$ cat src/design/iisc_consts.vh
/*
 * Constants for the interrupt status and clear block: register offsets,
 * field positions, reset values and widths.
 * Assumes it is included by its bare name from the design files.
 */
`ifndef IISC_CONSTS_VH
`define IISC_CONSTS_VH

// ****************************************************************
// Register offsets, byte addresses on the register port
// ****************************************************************
`define IISC_OFF_MASKED_STAT 8'h2c
`define IISC_OFF_EVENT_MASK 8'h30
`define IISC_OFF_RAW_EVENTS 8'h34
`define IISC_OFF_RX_THRESH 8'h38
`define IISC_OFF_TX_THRESH 8'h3c
`define IISC_OFF_CLR_ALL 8'h40
`define IISC_OFF_CLEAR_UNDERFLOW_BIT 8'h44
`define IISC_OFF_CLEAR_OVERFLOW_BIT 8'h48
`define IISC_OFF_CLEAR_TRANSMIT_OVERFLOW_BIT 8'h4c
`define IISC_OFF_CLEAR_READ_REQUEST_BIT 8'h50
`define IISC_OFF_ABORT_CAUSE 8'h80

// ****************************************************************
// Field positions in the event registers
// ****************************************************************
`define IISC_BIT_GENERAL_CALL_FLAG 11
`define IISC_BIT_START 10
`define IISC_BIT_STOP 9
`define IISC_BIT_ACTIVITY 8
`define IISC_BIT_SLV_TX_DONE 7
`define IISC_BIT_TX_ABORT 6
`define IISC_BIT_RD_REQ 5
`define IISC_BIT_TX_LOW 4
`define IISC_BIT_TX_OVER 3
`define IISC_BIT_RX_FULL 2
`define IISC_BIT_RX_OVER 1
`define IISC_BIT_RX_UNDER 0

// ****************************************************************
// Widths and reset values
// ****************************************************************
`define IISC_NUM_EVENTS 12
`define IISC_ADDR_W 8
`define IISC_DATA_W 32
`define IISC_THRESH_W 8
`define IISC_CAUSE_W 16
`define IISC_MASK_RESET 12'h8ff
`define IISC_EVENTS_RESET 12'h000
`define IISC_THRESH_RESET 8'h00
`define IISC_CAUSE_RESET 16'h0000
`define IISC_DATA_ZERO 32'h0000_0000
`define IISC_LEVEL_EVENTS 12'h014

`endif

$ cat src/design/iisc_flag.v
/*
 * One sticky event flag with a set input and a clear input.
 * Assumes set and clear are synchronous to clk_i; set wins over clear.
 */
module iisc_flag (
    // Clock and reset.
    input wire clk_i,
    input wire rst_n_i,
    // Control.
    input wire set_i,
    input wire clear_i,
    // State.
    output reg flag_o
);

    // ****************************************************************
    // Flag storage
    // ****************************************************************
    // An event in the cycle of its clear must not be lost, so set wins.
    always @(posedge clk_i or negedge rst_n_i) begin
        if (!rst_n_i) begin
            flag_o <= 1'b0;
        end else if (set_i) begin
            flag_o <= 1'b1;
        end else if (clear_i) begin
            flag_o <= 1'b0;
        end
    end

endmodule // iisc_flag

$ cat src/design/iisc_top.v
/*
 * Interrupt status, threshold and read-to-clear logic of a two-wire
 * serial bus controller, with its register port.
 * Assumes the bus engine and FIFOs outside give one-cycle event pulses
 * and fill levels synchronous to clk_i, and a single-cycle register port.
 */
`include "iisc_consts.vh"

module iisc_top (
    // Clock and reset.
    input wire clk_i,
    input wire rst_n_i,
    // Register port.
    input wire [7:0] addr_i,
    input wire [31:0] wdata_i,
    input wire wr_i,
    input wire rd_i,
    output reg [31:0] rdata_o,
    // Bus condition events from the bus engine.
    input wire general_call_flag_addr_i,
    input wire general_call_flag_acked_i,
    input wire start_seen_i,
    input wire stop_seen_i,
    input wire bus_active_i,
    input wire slave_tx_i,
    input wire master_nack_i,
    input wire transmit_abort_i,
    input wire [15:0] abort_cause_i,
    input wire read_request_i,
    // Transmit FIFO state.
    input wire [7:0] tx_fifo_level_i,
    input wire tx_fifo_full_i,
    input wire data_command_write_i,
    // Receive FIFO state.
    input wire [7:0] rx_fifo_level_i,
    input wire rx_fifo_full_i,
    input wire rx_fifo_empty_i,
    input wire rx_byte_in_i,
    input wire data_command_read_i,
    // Thresholds and status out.
    output reg [7:0] receive_threshold_o,
    output reg [7:0] transmit_threshold_o,
    output reg [15:0] abort_cause_register_o,
    output wire [11:0] raw_events_o,
    output wire [11:0] masked_status_o,
    output wire intr_o
);

    // ****************************************************************
    // Decode helpers
    // ****************************************************************
    function hit;
        input [7:0] addr;
        input [7:0] offset;
        begin
            hit = (addr == offset);
        end
    endfunction

    function [31:0] word_of;
        input [11:0] bits;
        begin
            word_of = {20'h0_0000, bits};
        end
    endfunction

    // ****************************************************************
    // Register file state
    // ****************************************************************
    reg [11:0] event_mask;
    reg tx_low_flag;
    reg rx_full_flag;
    wire [11:0] sticky_flags;
    wire [11:0] raw_events;
    wire [11:0] masked_status;
    wire combined;

    // ****************************************************************
    // Read strobes of the clear registers
    // ****************************************************************
    wire rd_clr_all;
    wire rd_clear_underflow_bit;
    wire rd_clear_overflow_bit;
    wire rd_clear_transmit_overflow_bit;
    wire rd_clear_read_request_bit;

    assign rd_clr_all = rd_i && hit(addr_i, `IISC_OFF_CLR_ALL);
    assign rd_clear_underflow_bit = rd_i && hit(addr_i, `IISC_OFF_CLEAR_UNDERFLOW_BIT);
    assign rd_clear_overflow_bit = rd_i && hit(addr_i, `IISC_OFF_CLEAR_OVERFLOW_BIT);
    assign rd_clear_transmit_overflow_bit = rd_i && hit(addr_i, `IISC_OFF_CLEAR_TRANSMIT_OVERFLOW_BIT);
    assign rd_clear_read_request_bit = rd_i && hit(addr_i, `IISC_OFF_CLEAR_READ_REQUEST_BIT);

    // ****************************************************************
    // Event set and clear vectors
    // ****************************************************************
    reg [11:0] set_vec;
    reg [11:0] clr_vec;

    always @* begin
        set_vec = `IISC_EVENTS_RESET;
        // A general call that is not acknowledged leaves no trace.
        set_vec[`IISC_BIT_GENERAL_CALL_FLAG] = general_call_flag_addr_i && general_call_flag_acked_i;
        set_vec[`IISC_BIT_START] = start_seen_i;
        set_vec[`IISC_BIT_STOP] = stop_seen_i;
        // Held set while the bus is busy, so a clear cannot win then.
        set_vec[`IISC_BIT_ACTIVITY] = bus_active_i;
        set_vec[`IISC_BIT_SLV_TX_DONE] = slave_tx_i && master_nack_i;
        set_vec[`IISC_BIT_TX_ABORT] = transmit_abort_i;
        set_vec[`IISC_BIT_RD_REQ] = read_request_i;
        set_vec[`IISC_BIT_TX_OVER] = data_command_write_i && tx_fifo_full_i;
        set_vec[`IISC_BIT_RX_OVER] = rx_byte_in_i && rx_fifo_full_i;
        set_vec[`IISC_BIT_RX_UNDER] = data_command_read_i && rx_fifo_empty_i;
    end

    always @* begin
        clr_vec = {12{rd_clr_all}};
        clr_vec[`IISC_BIT_RX_UNDER] = rd_clr_all || rd_clear_underflow_bit;
        clr_vec[`IISC_BIT_RX_OVER] = rd_clr_all || rd_clear_overflow_bit;
        clr_vec[`IISC_BIT_TX_OVER] = rd_clr_all || rd_clear_transmit_overflow_bit;
        clr_vec[`IISC_BIT_RD_REQ] = rd_clr_all || rd_clear_read_request_bit;
    end

    // ****************************************************************
    // Sticky event flags
    // ****************************************************************
    // The two threshold bits are levels; their cells are never set and
    // their positions are filled from the level flops instead.
    genvar gi;
    generate
        for (gi = 0; gi < `IISC_NUM_EVENTS; gi = gi + 1) begin : g_flag
            iisc_flag u_flag (
                .clk_i(clk_i),
                .rst_n_i(rst_n_i),
                .set_i(set_vec[gi]),
                .clear_i(clr_vec[gi]),
                .flag_o(sticky_flags[gi])
            );
        end
    endgenerate

    // ****************************************************************
    // Threshold level flags
    // ****************************************************************
    // These follow the fill level and cannot be cleared by software;
    // they drop only when the fill level or a write of the threshold register takes the FIFO past the threshold.
    always @(posedge clk_i or negedge rst_n_i) begin
        if (!rst_n_i) begin
            tx_low_flag <= 1'b0;
            rx_full_flag <= 1'b0;
        end else begin
            tx_low_flag <= (tx_fifo_level_i <= transmit_threshold_o);
            rx_full_flag <= (rx_fifo_level_i >= receive_threshold_o);
        end
    end

    assign raw_events = (sticky_flags & ~`IISC_LEVEL_EVENTS)
        | ({11'h000, tx_low_flag} << `IISC_BIT_TX_LOW)
        | ({11'h000, rx_full_flag} << `IISC_BIT_RX_FULL);

    // ****************************************************************
    // Masking and combined interrupt
    // ****************************************************************
    assign masked_status = raw_events & event_mask;
    assign combined = |masked_status;
    assign raw_events_o = raw_events;
    assign masked_status_o = masked_status;
    assign intr_o = combined;

    // ****************************************************************
    // Writable registers
    // ****************************************************************
    always @(posedge clk_i or negedge rst_n_i) begin
        if (!rst_n_i) begin
            event_mask <= `IISC_MASK_RESET;
            receive_threshold_o <= `IISC_THRESH_RESET;
            transmit_threshold_o <= `IISC_THRESH_RESET;
        end else if (wr_i) begin
            if (hit(addr_i, `IISC_OFF_EVENT_MASK)) begin
                event_mask <= wdata_i[11:0];
            end else if (hit(addr_i, `IISC_OFF_RX_THRESH)) begin
                receive_threshold_o <= wdata_i[7:0];
            end else if (hit(addr_i, `IISC_OFF_TX_THRESH)) begin
                transmit_threshold_o <= wdata_i[7:0];
            end
        end
    end

    // ****************************************************************
    // Abort cause register
    // ****************************************************************
    // Causes accumulate until the global clear; a new cause in the clear
    // cycle survives it.
    always @(posedge clk_i or negedge rst_n_i) begin
        if (!rst_n_i) begin
            abort_cause_register_o <= `IISC_CAUSE_RESET;
        end else if (transmit_abort_i) begin
            if (rd_clr_all) begin
                abort_cause_register_o <= abort_cause_i;
            end else begin
                abort_cause_register_o <= abort_cause_register_o | abort_cause_i;
            end
        end else if (rd_clr_all) begin
            abort_cause_register_o <= `IISC_CAUSE_RESET;
        end
    end

    // ****************************************************************
    // Read data
    // ****************************************************************
    // Clear registers return in bit 0 the state they are clearing, taken
    // before the clear lands. Unmapped offsets read as zero.
    always @(posedge clk_i or negedge rst_n_i) begin
        if (!rst_n_i) begin
            rdata_o <= `IISC_DATA_ZERO;
        end else if (rd_i) begin
            if (hit(addr_i, `IISC_OFF_MASKED_STAT)) begin
                rdata_o <= word_of(masked_status);
            end else if (hit(addr_i, `IISC_OFF_EVENT_MASK)) begin
                rdata_o <= word_of(event_mask);
            end else if (hit(addr_i, `IISC_OFF_RAW_EVENTS)) begin
                rdata_o <= word_of(raw_events);
            end else if (hit(addr_i, `IISC_OFF_RX_THRESH)) begin
                rdata_o <= {24'h00_0000, receive_threshold_o};
            end else if (hit(addr_i, `IISC_OFF_TX_THRESH)) begin
                rdata_o <= {24'h00_0000, transmit_threshold_o};
            end else if (rd_clr_all) begin
                rdata_o <= {31'h0000_0000, combined};
            end else if (rd_clear_underflow_bit) begin
                rdata_o <= {31'h0000_0000, raw_events[`IISC_BIT_RX_UNDER]};
            end else if (rd_clear_overflow_bit) begin
                rdata_o <= {31'h0000_0000, raw_events[`IISC_BIT_RX_OVER]};
            end else if (rd_clear_transmit_overflow_bit) begin
                rdata_o <= {31'h0000_0000, raw_events[`IISC_BIT_TX_OVER]};
            end else if (rd_clear_read_request_bit) begin
                rdata_o <= {31'h0000_0000, raw_events[`IISC_BIT_RD_REQ]};
            end else if (hit(addr_i, `IISC_OFF_ABORT_CAUSE)) begin
                rdata_o <= {16'h0000, abort_cause_register_o};
            end else begin
                rdata_o <= `IISC_DATA_ZERO;
            end
        end else begin
            rdata_o <= `IISC_DATA_ZERO;
        end
    end

endmodule // iisc_top

$ cat config.mk
export PLATFORM = sky130hd
export DESIGN_NAME = iisc_top
export DESIGN_NICKNAME = d
export VERILOG_FILES = /design/src/design/iisc_flag.v /design/src/design/iisc_top.v
export VERILOG_INCLUDE_DIRS = /design/src /design/src/design
export SDC_FILE = /design/constraint.sdc
export NUM_CORES = 1
export LEC_CHECK = 0
export BUFFER_PORTS_ARGS = -buffer_cell sky130_fd_sc_hd__buf_2
export CORE_ASPECT_RATIO = 2
export CORE_UTILIZATION = 48
export DETAILED_ROUTE_END_ITERATION = 10
export PLACE_DENSITY = 0.86
export SLEW_MARGIN = 10
export SYNTH_ARGS = -nofsm -noshare
export SYNTH_HDL_FRONTEND = slang
export SYNTH_SLANG_ARGS = --single-unit
export TNS_END_PERCENT = 50
$ cat constraint.sdc
create_clock -name clk_i -period 2.65 [get_ports clk_i]
set_input_delay 0.795 -clock clk_i [delete_from_list [all_inputs] [get_ports clk_i]]
set_output_delay 0.795 -clock clk_i [all_outputs]
set_load 0.005 [all_outputs]
==> metrics.md, run 1 <==
| Metric | Value |
|---|---|
| H-tree levels | 3 |
| Area growth syn-to-layout | 26.0% |
| GRT Util Overall | 27.3% |
| Power Density | 512 mW/mm^2 |
| Post-detailed-route count of antenna-violating nets | 0 |
| First-pass DRT Iterations | 4 |
| Max rail drop VDD | 0.354 mV |
| Clk_lat worst skew | 330 ps |
| Worst EP arrival | 1910 ps |
| Startpoint Class | register |
| Slowest cell on the critical path | or4_4 |
| Share of cells above drive strength 1 | 41.4% |
| WL/cell | 17.8 microns |
| Register cell area after layout | 0.00181 sq mm |
| RSZ-0062 raised after global routing | yes |
| Drt total wl | 11,200 microns |
| Antenna diodes | 0 |
| Final hold viol count | 0 |
| Die ar. | 0.00871 sq mm |
| Routed vias | 3,532 |
| Worst hold path type | in2async |
| Worst Skew | 3.75 ps |
| Critical Path Fanout Max | 3 |
| Worst Setup End Kind | output port |
| Final instance area | 0.00503 sq mm |
| Outcome | complete, but fails checks |
| Worst setup margin | -50.3 ps |
| Mapped cell area | 0.00399 sq mm |
| CP bufs+invs | 1 |
| Die X-Extent | 66.5 microns |
| Initial antenna violation count | 0 |
| Period utilization | 102% |
| Number of port buffers | 143 |
| Asr flop ratio synth | 100% |
| Max-slew violations | 0 |
| CTS Hold Buffers Added | 0 |
| Sink Count | 72 |
| Maxcap violations | 0 |
| Final setup vio count | 1 |
| Met1 global-route usage | 28.0% |
| P_leak | 0.00251 uW |
| CTS Buf Count | 9 |
| Slew @ Worst Pin | 655 ps |
| Die Y | 131 microns |
| Ports | 180 |
| Commonest non-fill, non-tap cells in the layout | 143 x buf_2, 63 x dfrtp_1, 27 x nand2_1 |
| Post-synthesis cell type count | 52 |
| Clk root buf | clkbuf_16 |
| Post-synth EDFFs | 0 |
| Max clock buf depth | 2 |
| Total grt overflow | 0 |
| Initial Util | 49.9% |
| Multi-input gate area | 0.00186 sq mm |
| # DRC | 0 |
| Via density | 5.61 |
| Met3 GRT Util | 3.56% |
| Placed Instance Area | 0.00473 sq mm |
| Number of global-route vias before repair | 3,632 |
| DR iter-0 viols | 188 |
| Worst path max stage delay | 520 ps |
| Mapped Avg Cell Area | 10.4 sq um |
| #FFs+latches synth | 72 |
| Largest net degree at the start of global routing | 73 |
| CORE AREA | 0.00800 sq mm |
| Critical path class | reg2out |
| Num rows | 46 |
| Syn Inst Count | 385 |
| Commonest non-fill, non-tap cell in the layout | buf_2 |
| Top_reg_cell synth | dfrtp_1 |
| CTS tree | built |
| First-pass GRT wire length | 17,500 microns |
| RePlAce Congestion | 0.936 |
| Worst endpoint required time | 1860 ps |
| Final net count | 636 |
| Crit path time final | 2700 ps |
| Fillers | 664 |
| Clk slew on worst S/H paths | 50 ps |
| Hpwl dp | 8930 microns |
| Routing usage on met2 | 49.0% |
| Crit path cell chain | and2_4 -> or4_4 -> nor4_4 -> nand4_1 -> buf_2 |
| Post-synthesis sequential area ratio | 45.4% |
| Final hold slack | 444 ps |
| Synth warn | 0 |
| Slew HR | 56.3% |
| Max frequency | 370 MHz |
| GR peak layer | met2 |
| Crit path max-delay family | simple AND/OR/NAND/NOR gates |
| Failing checks | setup timing |
## final timing paths
check,from,endpoint,slack [ps],cells past startpoint
max in group asynchronous,rst_n_i,event_mask[1],1810,2
worst min register to register,abort_cause_register_o[14],abort_cause_register_o[14],510,1
worst max register to register,receive_threshold_o[5],rx_full_flag,840,7
worst min-delay path,rst_n_i,receive_threshold_o[1],440,2
worst max-delay path,g_flag[8].u_flag.flag_o,intr_o,-50,5
min in group clk_i,abort_cause_register_o[14],abort_cause_register_o[14],510,1
## kinds of logic after synthesis
kind of cell,synth area share (%)
adders and majority gates,5.01
buffers and inverters,9.74
muxes,7.36
other,0.0939
DFF,45.4
and+or+nand+nor,13.5
AOI/OAI and AO/OA,18.9
## area by class of cell
class	instances	area share [%]
clock buffers	13	4.97
clock inverters	3	0.348
inverters	26	1.94
multi-input cells	258	37.0
flip-flops and latches	72	36.0
well taps	96	2.39
repair buffers	162	17.3
## state kept, by name, summed over array words and instances (netlist names)
signal                  count
abort_cause_register_o     16
event_mask                 12
g_flag.u_flag.flag_o       10
rdata_o                    16
receive_threshold_o         8
rx_full_flag                1
transmit_threshold_o        8
tx_low_flag                 1
## metrics by stage
stage	setup TNS (ps)	cells	power, uW	utilization [%]	setup slack [ps]
finish	-50.3	630	2580	62.9	-50.3
global route	-113	630	2670	62.9	-113
CTS	-105	630	2590	62.9	-105
detailed placement	0	611	1500	59.1	177
global placement	0	611	1490	59.1	193
floorplan	0	400	1340	-	482
## worst reg2reg max path: cells and delay by family (launching register included)
family | cells | cell delay (ps)
and+or+nand+nor | 1 | 50
buffers and inverters | 2 | 290
AOI/OAI and AO/OA | 3 | 680
adders and majority gates | 1 | 280
DFF | 1 | 380
## what timing repair did
item / 4_1_cts / 5_1_grt
resized for setup: 3 / 0
pin swaps: 3 / 1
setup buffers: 3 / 0
hold endpoints to repair: 0 / 0
setup endpoints to repair: 1 / 1
## metal layers
layer | routed length, microns | share of wire, % | vias up
met4 | 625 | 5.6 | 0
met3 | 542 | 4.8 | 42
li1 | - | - | 1628
met5 | 0 | 0 | -
met2 | 6250 | 56 | 188
met1 | 3800 | 34 | 1674
## where the power goes
part	leakage (uW)	switching, uW	internal (uW)
logic	0.00158	176	154
registers	0.000802	29.3	1140
clock network	0.000130	424	656
total	0.00251	629	1950
## synthesized netlist by cell type, types with 3 or more instances
cell,count,share of area (%)
a21o_1,7,1.3
a21oi_1,26,3.3
a221oi_1,4,0.88
a22o_1,26,5.7
a31oi_1,9,1.4
and2_1,11,1.7
and3_1,5,0.78
and4b_1,3,0.75
and4bb_2,3,0.94
buf_2,7,0.88
buf_4,29,5.5
clkbuf_1,5,0.47
dfrtp_1,63,39
dfstp_2,9,5.9
ha_1,16,5.0
inv_1,26,2.4
mux2_2,11,3.1
mux2_4,10,3.8
nand2_1,27,2.5
nand3_1,3,0.38
nor2_1,14,1.3
nor2b_1,4,0.63
o21a_1,4,0.75
o21ai_0,24,3.0
o22ai_1,7,1.1
Note: power is estimated with default switching activity, not from simulation.
==> run 2, diff against run 1 <==
==> constraint.sdc (replaced) <==
create_clock -name clk_i -period 2.9 [get_ports clk_i]
set_input_delay 0.87 -clock clk_i [delete_from_list [all_inputs] [get_ports clk_i]]
set_output_delay 0.87 -clock clk_i [all_outputs]
set_load 0.005 [all_outputs]
==> run 2 against run 1 <==
Compared with the run above:
- the flow now finishes without violations
- die area did not move
- sequential share of layout area up 0.12 points
- non-clock buffer count decreased by 6
- power fell by 5.4%
==> metrics.md, run 2 (synthesis results as in run 1) <==
| Metric | Value |
|---|---|
| H-tree levels | 3 (unchanged) |
| Die Y | 131 microns (unchanged) |
| Area growth syn-to-layout | 25.7% (was 26.0%) |
| Share of cells above drive strength 1 | 41.7% (was 41.4%) |
| # DRC | 0 (unchanged) |
| Post-detailed-route count of antenna-violating nets | 0 (unchanged) |
| Die ar. | 0.00871 sq mm (unchanged) |
| Final setup vio count | 0 (was 1) |
| Number of global-route vias before repair | 3,623 (was 3,632) |
| CP bufs+invs | 1 (unchanged) |
| Max clock buf depth | 2 (unchanged) |
| Worst Setup End Kind | output port (unchanged) |
| Multi-input gate area | 0.00187 sq mm (was 0.00186 sq mm) |
| Worst endpoint required time | 2030 ps (was 1860 ps) |
| Hpwl dp | 8730 microns (was 8930 microns) |
| Commonest non-fill, non-tap cell in the layout | buf_2 (unchanged) |
| Number of port buffers | 143 (unchanged) |
| Reg-to-reg slack, setup | 1010 ps (was 840 ps) |
| Critical Path Fanout Max | 4 (was 3) |
| Crit path time final | 2830 ps |
| DR iter-0 viols | 225 (was 188) |
| Worst path max stage delay | 540 ps (was 520 ps) |
| Power Density | 486 mW/mm^2 (was 512 mW/mm^2) |
| Worst hold path type | reg2reg (was in2async) |
| Final net count | 630 (was 636) |
| CTS tree | built (unchanged) |
| First-pass DRT Iterations | 5 (was 4) |
| RePlAce Congestion | 0.926 (was 0.936) |
| Clk root buf | clkbuf_16 (unchanged) |
| Slew @ Worst Pin | 729 ps (was 655 ps) |
| Register cell area after layout | 0.00181 sq mm (about the same) |
| Num rows | 46 (unchanged) |
| WL/cell | 17.5 microns (was 17.8 microns) |
| Slew HR | 50.1% (was 56.3%) |
| Drt total wl | 10,900 microns (was 11,200 microns) |
| Period utilization | 97.7% |
| Setup TNS | 0 ps (was -50.3 ps) |
| Final hold viol count | 0 (unchanged) |
| GRT Util Overall | 26.9% (was 27.3%) |
| Crit path cell chain | and2_4 -> or4_4 -> nor4_4 -> nand4_1 -> buf_2 (unchanged) |
| Largest registers | abort_cause_register_o x16, rdata_o x16, event_mask x12 (unchanged) |
| P_leak | 0.00250 uW (was 0.00251 uW) |
| Max-slew violations | 0 (unchanged) |
| Final instance area | 0.00502 sq mm (was 0.00503 sq mm) |
| Initial antenna violation count | 0 (unchanged) |
| Non-filler cells, final | 624 (was 630) |
| Routed vias | 3,498 (was 3,532) |
| Via density | 5.61 (about the same) |
| Total grt overflow | 0 (unchanged) |
| Fillers | 682 (was 664) |
| Outcome | completed (was complete, but fails checks) |
| CTS Buf Count | 9 (unchanged) |
| Largest net degree at the start of global routing | 73 (unchanged) |
| CORE AREA | 0.00800 sq mm (unchanged) |
| Initial Util | 49.9% (unchanged) |
| Commonest non-fill, non-tap cells in the layout | 143 x buf_2, 62 x dfrtp_1, 27 x nand2_1 (was 143 x buf_2, 63 x dfrtp_1, 27 x nand2_1) |
| Sink Count | 72 (unchanged) |
| Ports | 180 (unchanged) |
| CTS Hold Buffers Added | 0 (unchanged) |
| Inst Count DP | 608 (was 611) |
| Power Total | 2440 uW (was 2580 uW) |
| Critical path class | reg2out (unchanged) |
| Clk_lat worst skew | 330 ps (about the same) |
| Die X-Extent | 66.5 microns (unchanged) |
| RSZ-0062 raised after global routing | yes (unchanged) |
| Worst EP arrival | 1960 ps (was 1910 ps) |
| Maxcap violations | 0 (unchanged) |
| Crit path max-delay family | simple AND/OR/NAND/NOR gates (unchanged) |
| Antenna diodes | 0 (unchanged) |
| Worst Skew | 5.60 ps (was 3.75 ps) |
| Clk slew on worst S/H paths | 60 ps (was 50 ps) |
| First-pass GRT wire length | 17,400 microns (was 17,500 microns) |
| # Post-CTS Setup Buffers | 0 (was 3) |
| Startpoint Class | register (unchanged) |
| Max rail drop VDD | 0.305 mV (was 0.354 mV) |
| Placed Instance Area | 0.00470 sq mm (was 0.00473 sq mm) |
| Max frequency | 353 MHz |
| Slowest cell on the critical path | or4_4 (unchanged) |
-- run 2: worst register-to-register path, cell delays in order (launching register included) --
cell	delay [ps]
dfrtp_1	370
inv_1	70
ha_1	300
a2111oi_0	670
nand2_1	90
o21ai_0	150
a31oi_1	90
-- run 2: final cells by class --
cell class / count / area share (%)
Multi-Input combinational cell: 258 / 37.2
Sequential cell: 72 / 36.2
Timing Repair Buffer: 156 / 16.5
Clock buffer: 9 / 4.49
Tap cell: 96 / 2.39
Inverter: 26 / 1.94
Clock inverter: 7 / 1.40
-- run 2: metrics by stage --
step           hold slack, ps  setup slack [ps]  utilization [%]
2_1_floorplan             486               657                -
3_3_place_gp              499               384             58.8
3_5_place_dp              507               355             58.8
4_1_cts                   519              27.4             62.6
5_1_grt                   543             -22.6             62.7
6_report                  519              66.3             62.7
-- run 2: path summary, 6_finish.rpt --
| kind | start | to | cells after the start |
|---|---|---|---|
| max in group asynchronous | rst_n_i | event_mask[1] | 2 |
| worst min-delay path | abort_cause_register_o[3] | abort_cause_register_o[3] | 1 |
| worst min register to register | abort_cause_register_o[3] | abort_cause_register_o[3] | 1 |
| worst max-delay path | g_flag[8].u_flag.flag_o | intr_o | 5 |
| worst max register to register | receive_threshold_o[5] | rx_full_flag | 6 |
| min in group asynchronous | rst_n_i | rdata_o[0] | 2 |
-- run 2: where the power goes --
part	switching (uW)	internal, uW	total (uW)	leakage [uW]
sequential	27.6	1040	1070	0.000801
combinational	158	138	296	0.00156
clock	412	664	1080	0.000146
total	597	1840	2440	0.00250
-- run 2: timing repair --
item                       CTS  global route
resized for setup            1             4
cloned                       0             0
setup endpoints to repair    1             1
-- run 2: routing by layer --
| metal | vias up | track usage, % | routed length, microns |
|---|---|---|---|
| li1 | 1617 | - | - |
| met1 | 1682 | 27.2 | 3770 |
| met2 | 166 | 49.8 | 6130 |
| met3 | 33 | 3.65 | 536 |
| met4 | 0 | 17.6 | 495 |
| met5 | - | 0 | 0 |
==> run 3, diff against run 2 <==
--- a/config.mk
+++ b/config.mk
@@ -10,7 +10,7 @@
 export CORE_ASPECT_RATIO = 2
 export CORE_UTILIZATION = 48
 export DETAILED_ROUTE_END_ITERATION = 10
-export PLACE_DENSITY = 0.86
+export PLACE_DENSITY_LB_ADDON = 0.12
 export SLEW_MARGIN = 10
 export SYNTH_ARGS = -nofsm -noshare
 export SYNTH_HDL_FRONTEND = slang
==> run 3 against run 2 <==
Compared with the run above:
- the run now ends with setup timing left
- via count decreased by 2.2%
- worst setup slack lost 66 ps
- routed wire length up 2.2%
- clock skew is essentially flat
==> metrics.md, run 3 (synthesis results as in run 1) <==
| Metric | Value |
|---|---|
| Outcome | complete, but fails checks (was completed) |
| Failing checks | setup timing |
| Inst Count DP | 609 (was 608) |
| Core Util, Final | 63.5% (was 62.7%) |
| WL/cell | 17.8 microns (was 17.5 microns) |
| RePlAce Congestion | 0.870 (was 0.926) |
| # DRC | 0 (unchanged) |
| Worst path max stage delay | 540 ps (about the same) |
| Crit path cell chain | and2_4 -> or4_4 -> nor4_4 -> nand4_1 -> buf_2 (unchanged) |
| Worst endpoint required time | 2030 ps (about the same) |
| Area growth syn-to-layout | 27.1% (was 25.7%) |
| Max clock buf depth | 2 (unchanged) |
| Clk root buf | clkbuf_16 (unchanged) |
| GRT Util Overall | 26.9% (about the same) |
| Critical path class | reg2out (unchanged) |
| Antenna diodes | 0 (unchanged) |
| Via density | 5.46 (was 5.61) |
| Power Density | 507 mW/mm^2 (was 486 mW/mm^2) |
| Largest registers | abort_cause_register_o x16, rdata_o x16, event_mask x12 (unchanged) |
| Worst hold path type | reg2reg (unchanged) |
| CORE AREA | 0.00800 sq mm (unchanged) |
| Number of global-route vias before repair | 3,408 (was 3,623) |
| Hpwl dp | 8900 microns (was 8730 microns) |
| Commonest non-fill, non-tap cell in the layout | buf_2 (unchanged) |
| Final net count | 633 (was 630) |
| Period utilization | 100% (was 97.7%) |
| Die ar. | 0.00871 sq mm (unchanged) |
| H-tree levels | 3 (unchanged) |
| Maxcap violations | 0 (unchanged) |
| Fillers | 703 (was 682) |
| Routed vias | 3,421 (was 3,498) |
| First-pass GRT wire length | 17,200 microns (was 17,400 microns) |
| Drt total wl | 11,200 microns (was 10,900 microns) |
| Worst setup margin | -0.0155 ps (was 66.3 ps) |
| Share of cells above drive strength 1 | 41.6% (was 41.7%) |
| Max frequency | 345 MHz (was 353 MHz) |
| CTS tree | built (unchanged) |
| Crit path max-delay family | simple AND/OR/NAND/NOR gates (unchanged) |
| Sink Count | 72 (unchanged) |
| Worst Setup End Kind | output port (unchanged) |
| Max rail drop VDD | 0.280 mV (was 0.305 mV) |
| Slew HR | 47.7% (was 50.1%) |
| Total grt overflow | 0 (unchanged) |
| Num rows | 46 (unchanged) |
| CTS Buf Count | 9 (unchanged) |
| Clk_lat worst skew | 330 ps (about the same) |
| Worst EP arrival | 2030 ps (was 1960 ps) |
| Slowest cell on the critical path | or4_4 (unchanged) |
| Non-filler cells, final | 627 (was 624) |
| Number of port buffers | 143 (unchanged) |
| RSZ-0062 raised after global routing | yes (unchanged) |
| Initial Util | 49.9% (unchanged) |
| Max-slew violations | 0 (unchanged) |
| Die Y | 131 microns (unchanged) |
| Critical Path Fanout Max | 4 (unchanged) |
| Slew @ Worst Pin | 765 ps (was 729 ps) |
| Place WS | 298 ps (was 355 ps) |
| DR iter-0 viols | 167 (was 225) |
| Ports | 180 (unchanged) |
| Commonest non-fill, non-tap cells in the layout | 143 x buf_2, 63 x dfrtp_1, 27 x nand2_1 (was 143 x buf_2, 62 x dfrtp_1, 27 x nand2_1) |
| Initial antenna violation count | 0 (unchanged) |
| Worst Skew | 6.04 ps (was 5.60 ps) |
| Die X-Extent | 66.5 microns (unchanged) |
| Final hold viol count | 0 (unchanged) |
| P_leak | 0.00253 uW (was 0.00250 uW) |
| Crit path time final | 2900 ps (was 2830 ps) |
| Post-detailed-route count of antenna-violating nets | 0 (unchanged) |
| CP bufs+invs | 1 (unchanged) |
| Power Total | 2570 uW (was 2440 uW) |
| Final setup vio count | 1 (was 0) |
| Clk slew on worst S/H paths | 60 ps (about the same) |
| Largest net degree at the start of global routing | 30 (was 73) |
| First-pass DRT Iterations | 4 (was 5) |
| Startpoint Class | register (unchanged) |
## run 3: power by group
part	internal [uW]	switching, uW	total (uW)
Sequential	1040	26.2	1060
Combinational	139	157	296
Clock	801	412	1210
## run 3: metal layers
metal | vias to the layer above | GRT usage [%] | wire length (microns)
met1 | 1649 | 28.1 | 4060
li1 | 1621 | - | -
met5 | - | 0 | 0
met3 | 17 | 4.86 | 471
met2 | 134 | 51.2 | 6390
met4 | 0 | 10.8 | 257
## run 3: final cells by class
cell class                      instances  area, sq um  area share [%]
Clock buffer                           12          256            5.05
Sequential cell                        72         1810            35.7
Tap cell                               96          120            2.37
Inverter                               26         97.6            1.92
Multi-Input combinational cell        258         1870            36.7
Timing Repair Buffer                  159          848            16.7
Clock inverter                          4         76.3            1.50
## run 3: worst paths after layout
kind | startpoint | endpoint | slack [ps] | depth (start not counted)
hold reg to reg | abort_cause_register_o[3] | abort_cause_register_o[3] | 530 | 1
min in group asynchronous | rst_n_i | g_flag[0].u_flag.flag_o | 580 | 1
hold / removal | abort_cause_register_o[3] | abort_cause_register_o[3] | 530 | 1
setup reg to reg | g_flag[7].u_flag.flag_o | rdata_o[0] | 1000 | 5
max in group asynchronous | rst_n_i | event_mask[0] | 1590 | 2
setup / recovery | g_flag[7].u_flag.flag_o | intr_o | -0.02 | 5
## run 3: stage by stage
stage               area, sq um  hold WS, ps  setup TNS [ps]
detailed placement         4710          514               0
floorplan                  4050          486               0
CTS                        5050          525               0
global placement           4710          499               0
global route               5080          553           -86.6
finish                     5080          526         -0.0155
## run 3: timing repair
item,in CTS,in global routing
setup endpoints to repair,1,1
gates resized for setup,1,3
setup buffers,0,2
hold buffers,0,0
pin swaps,0,4
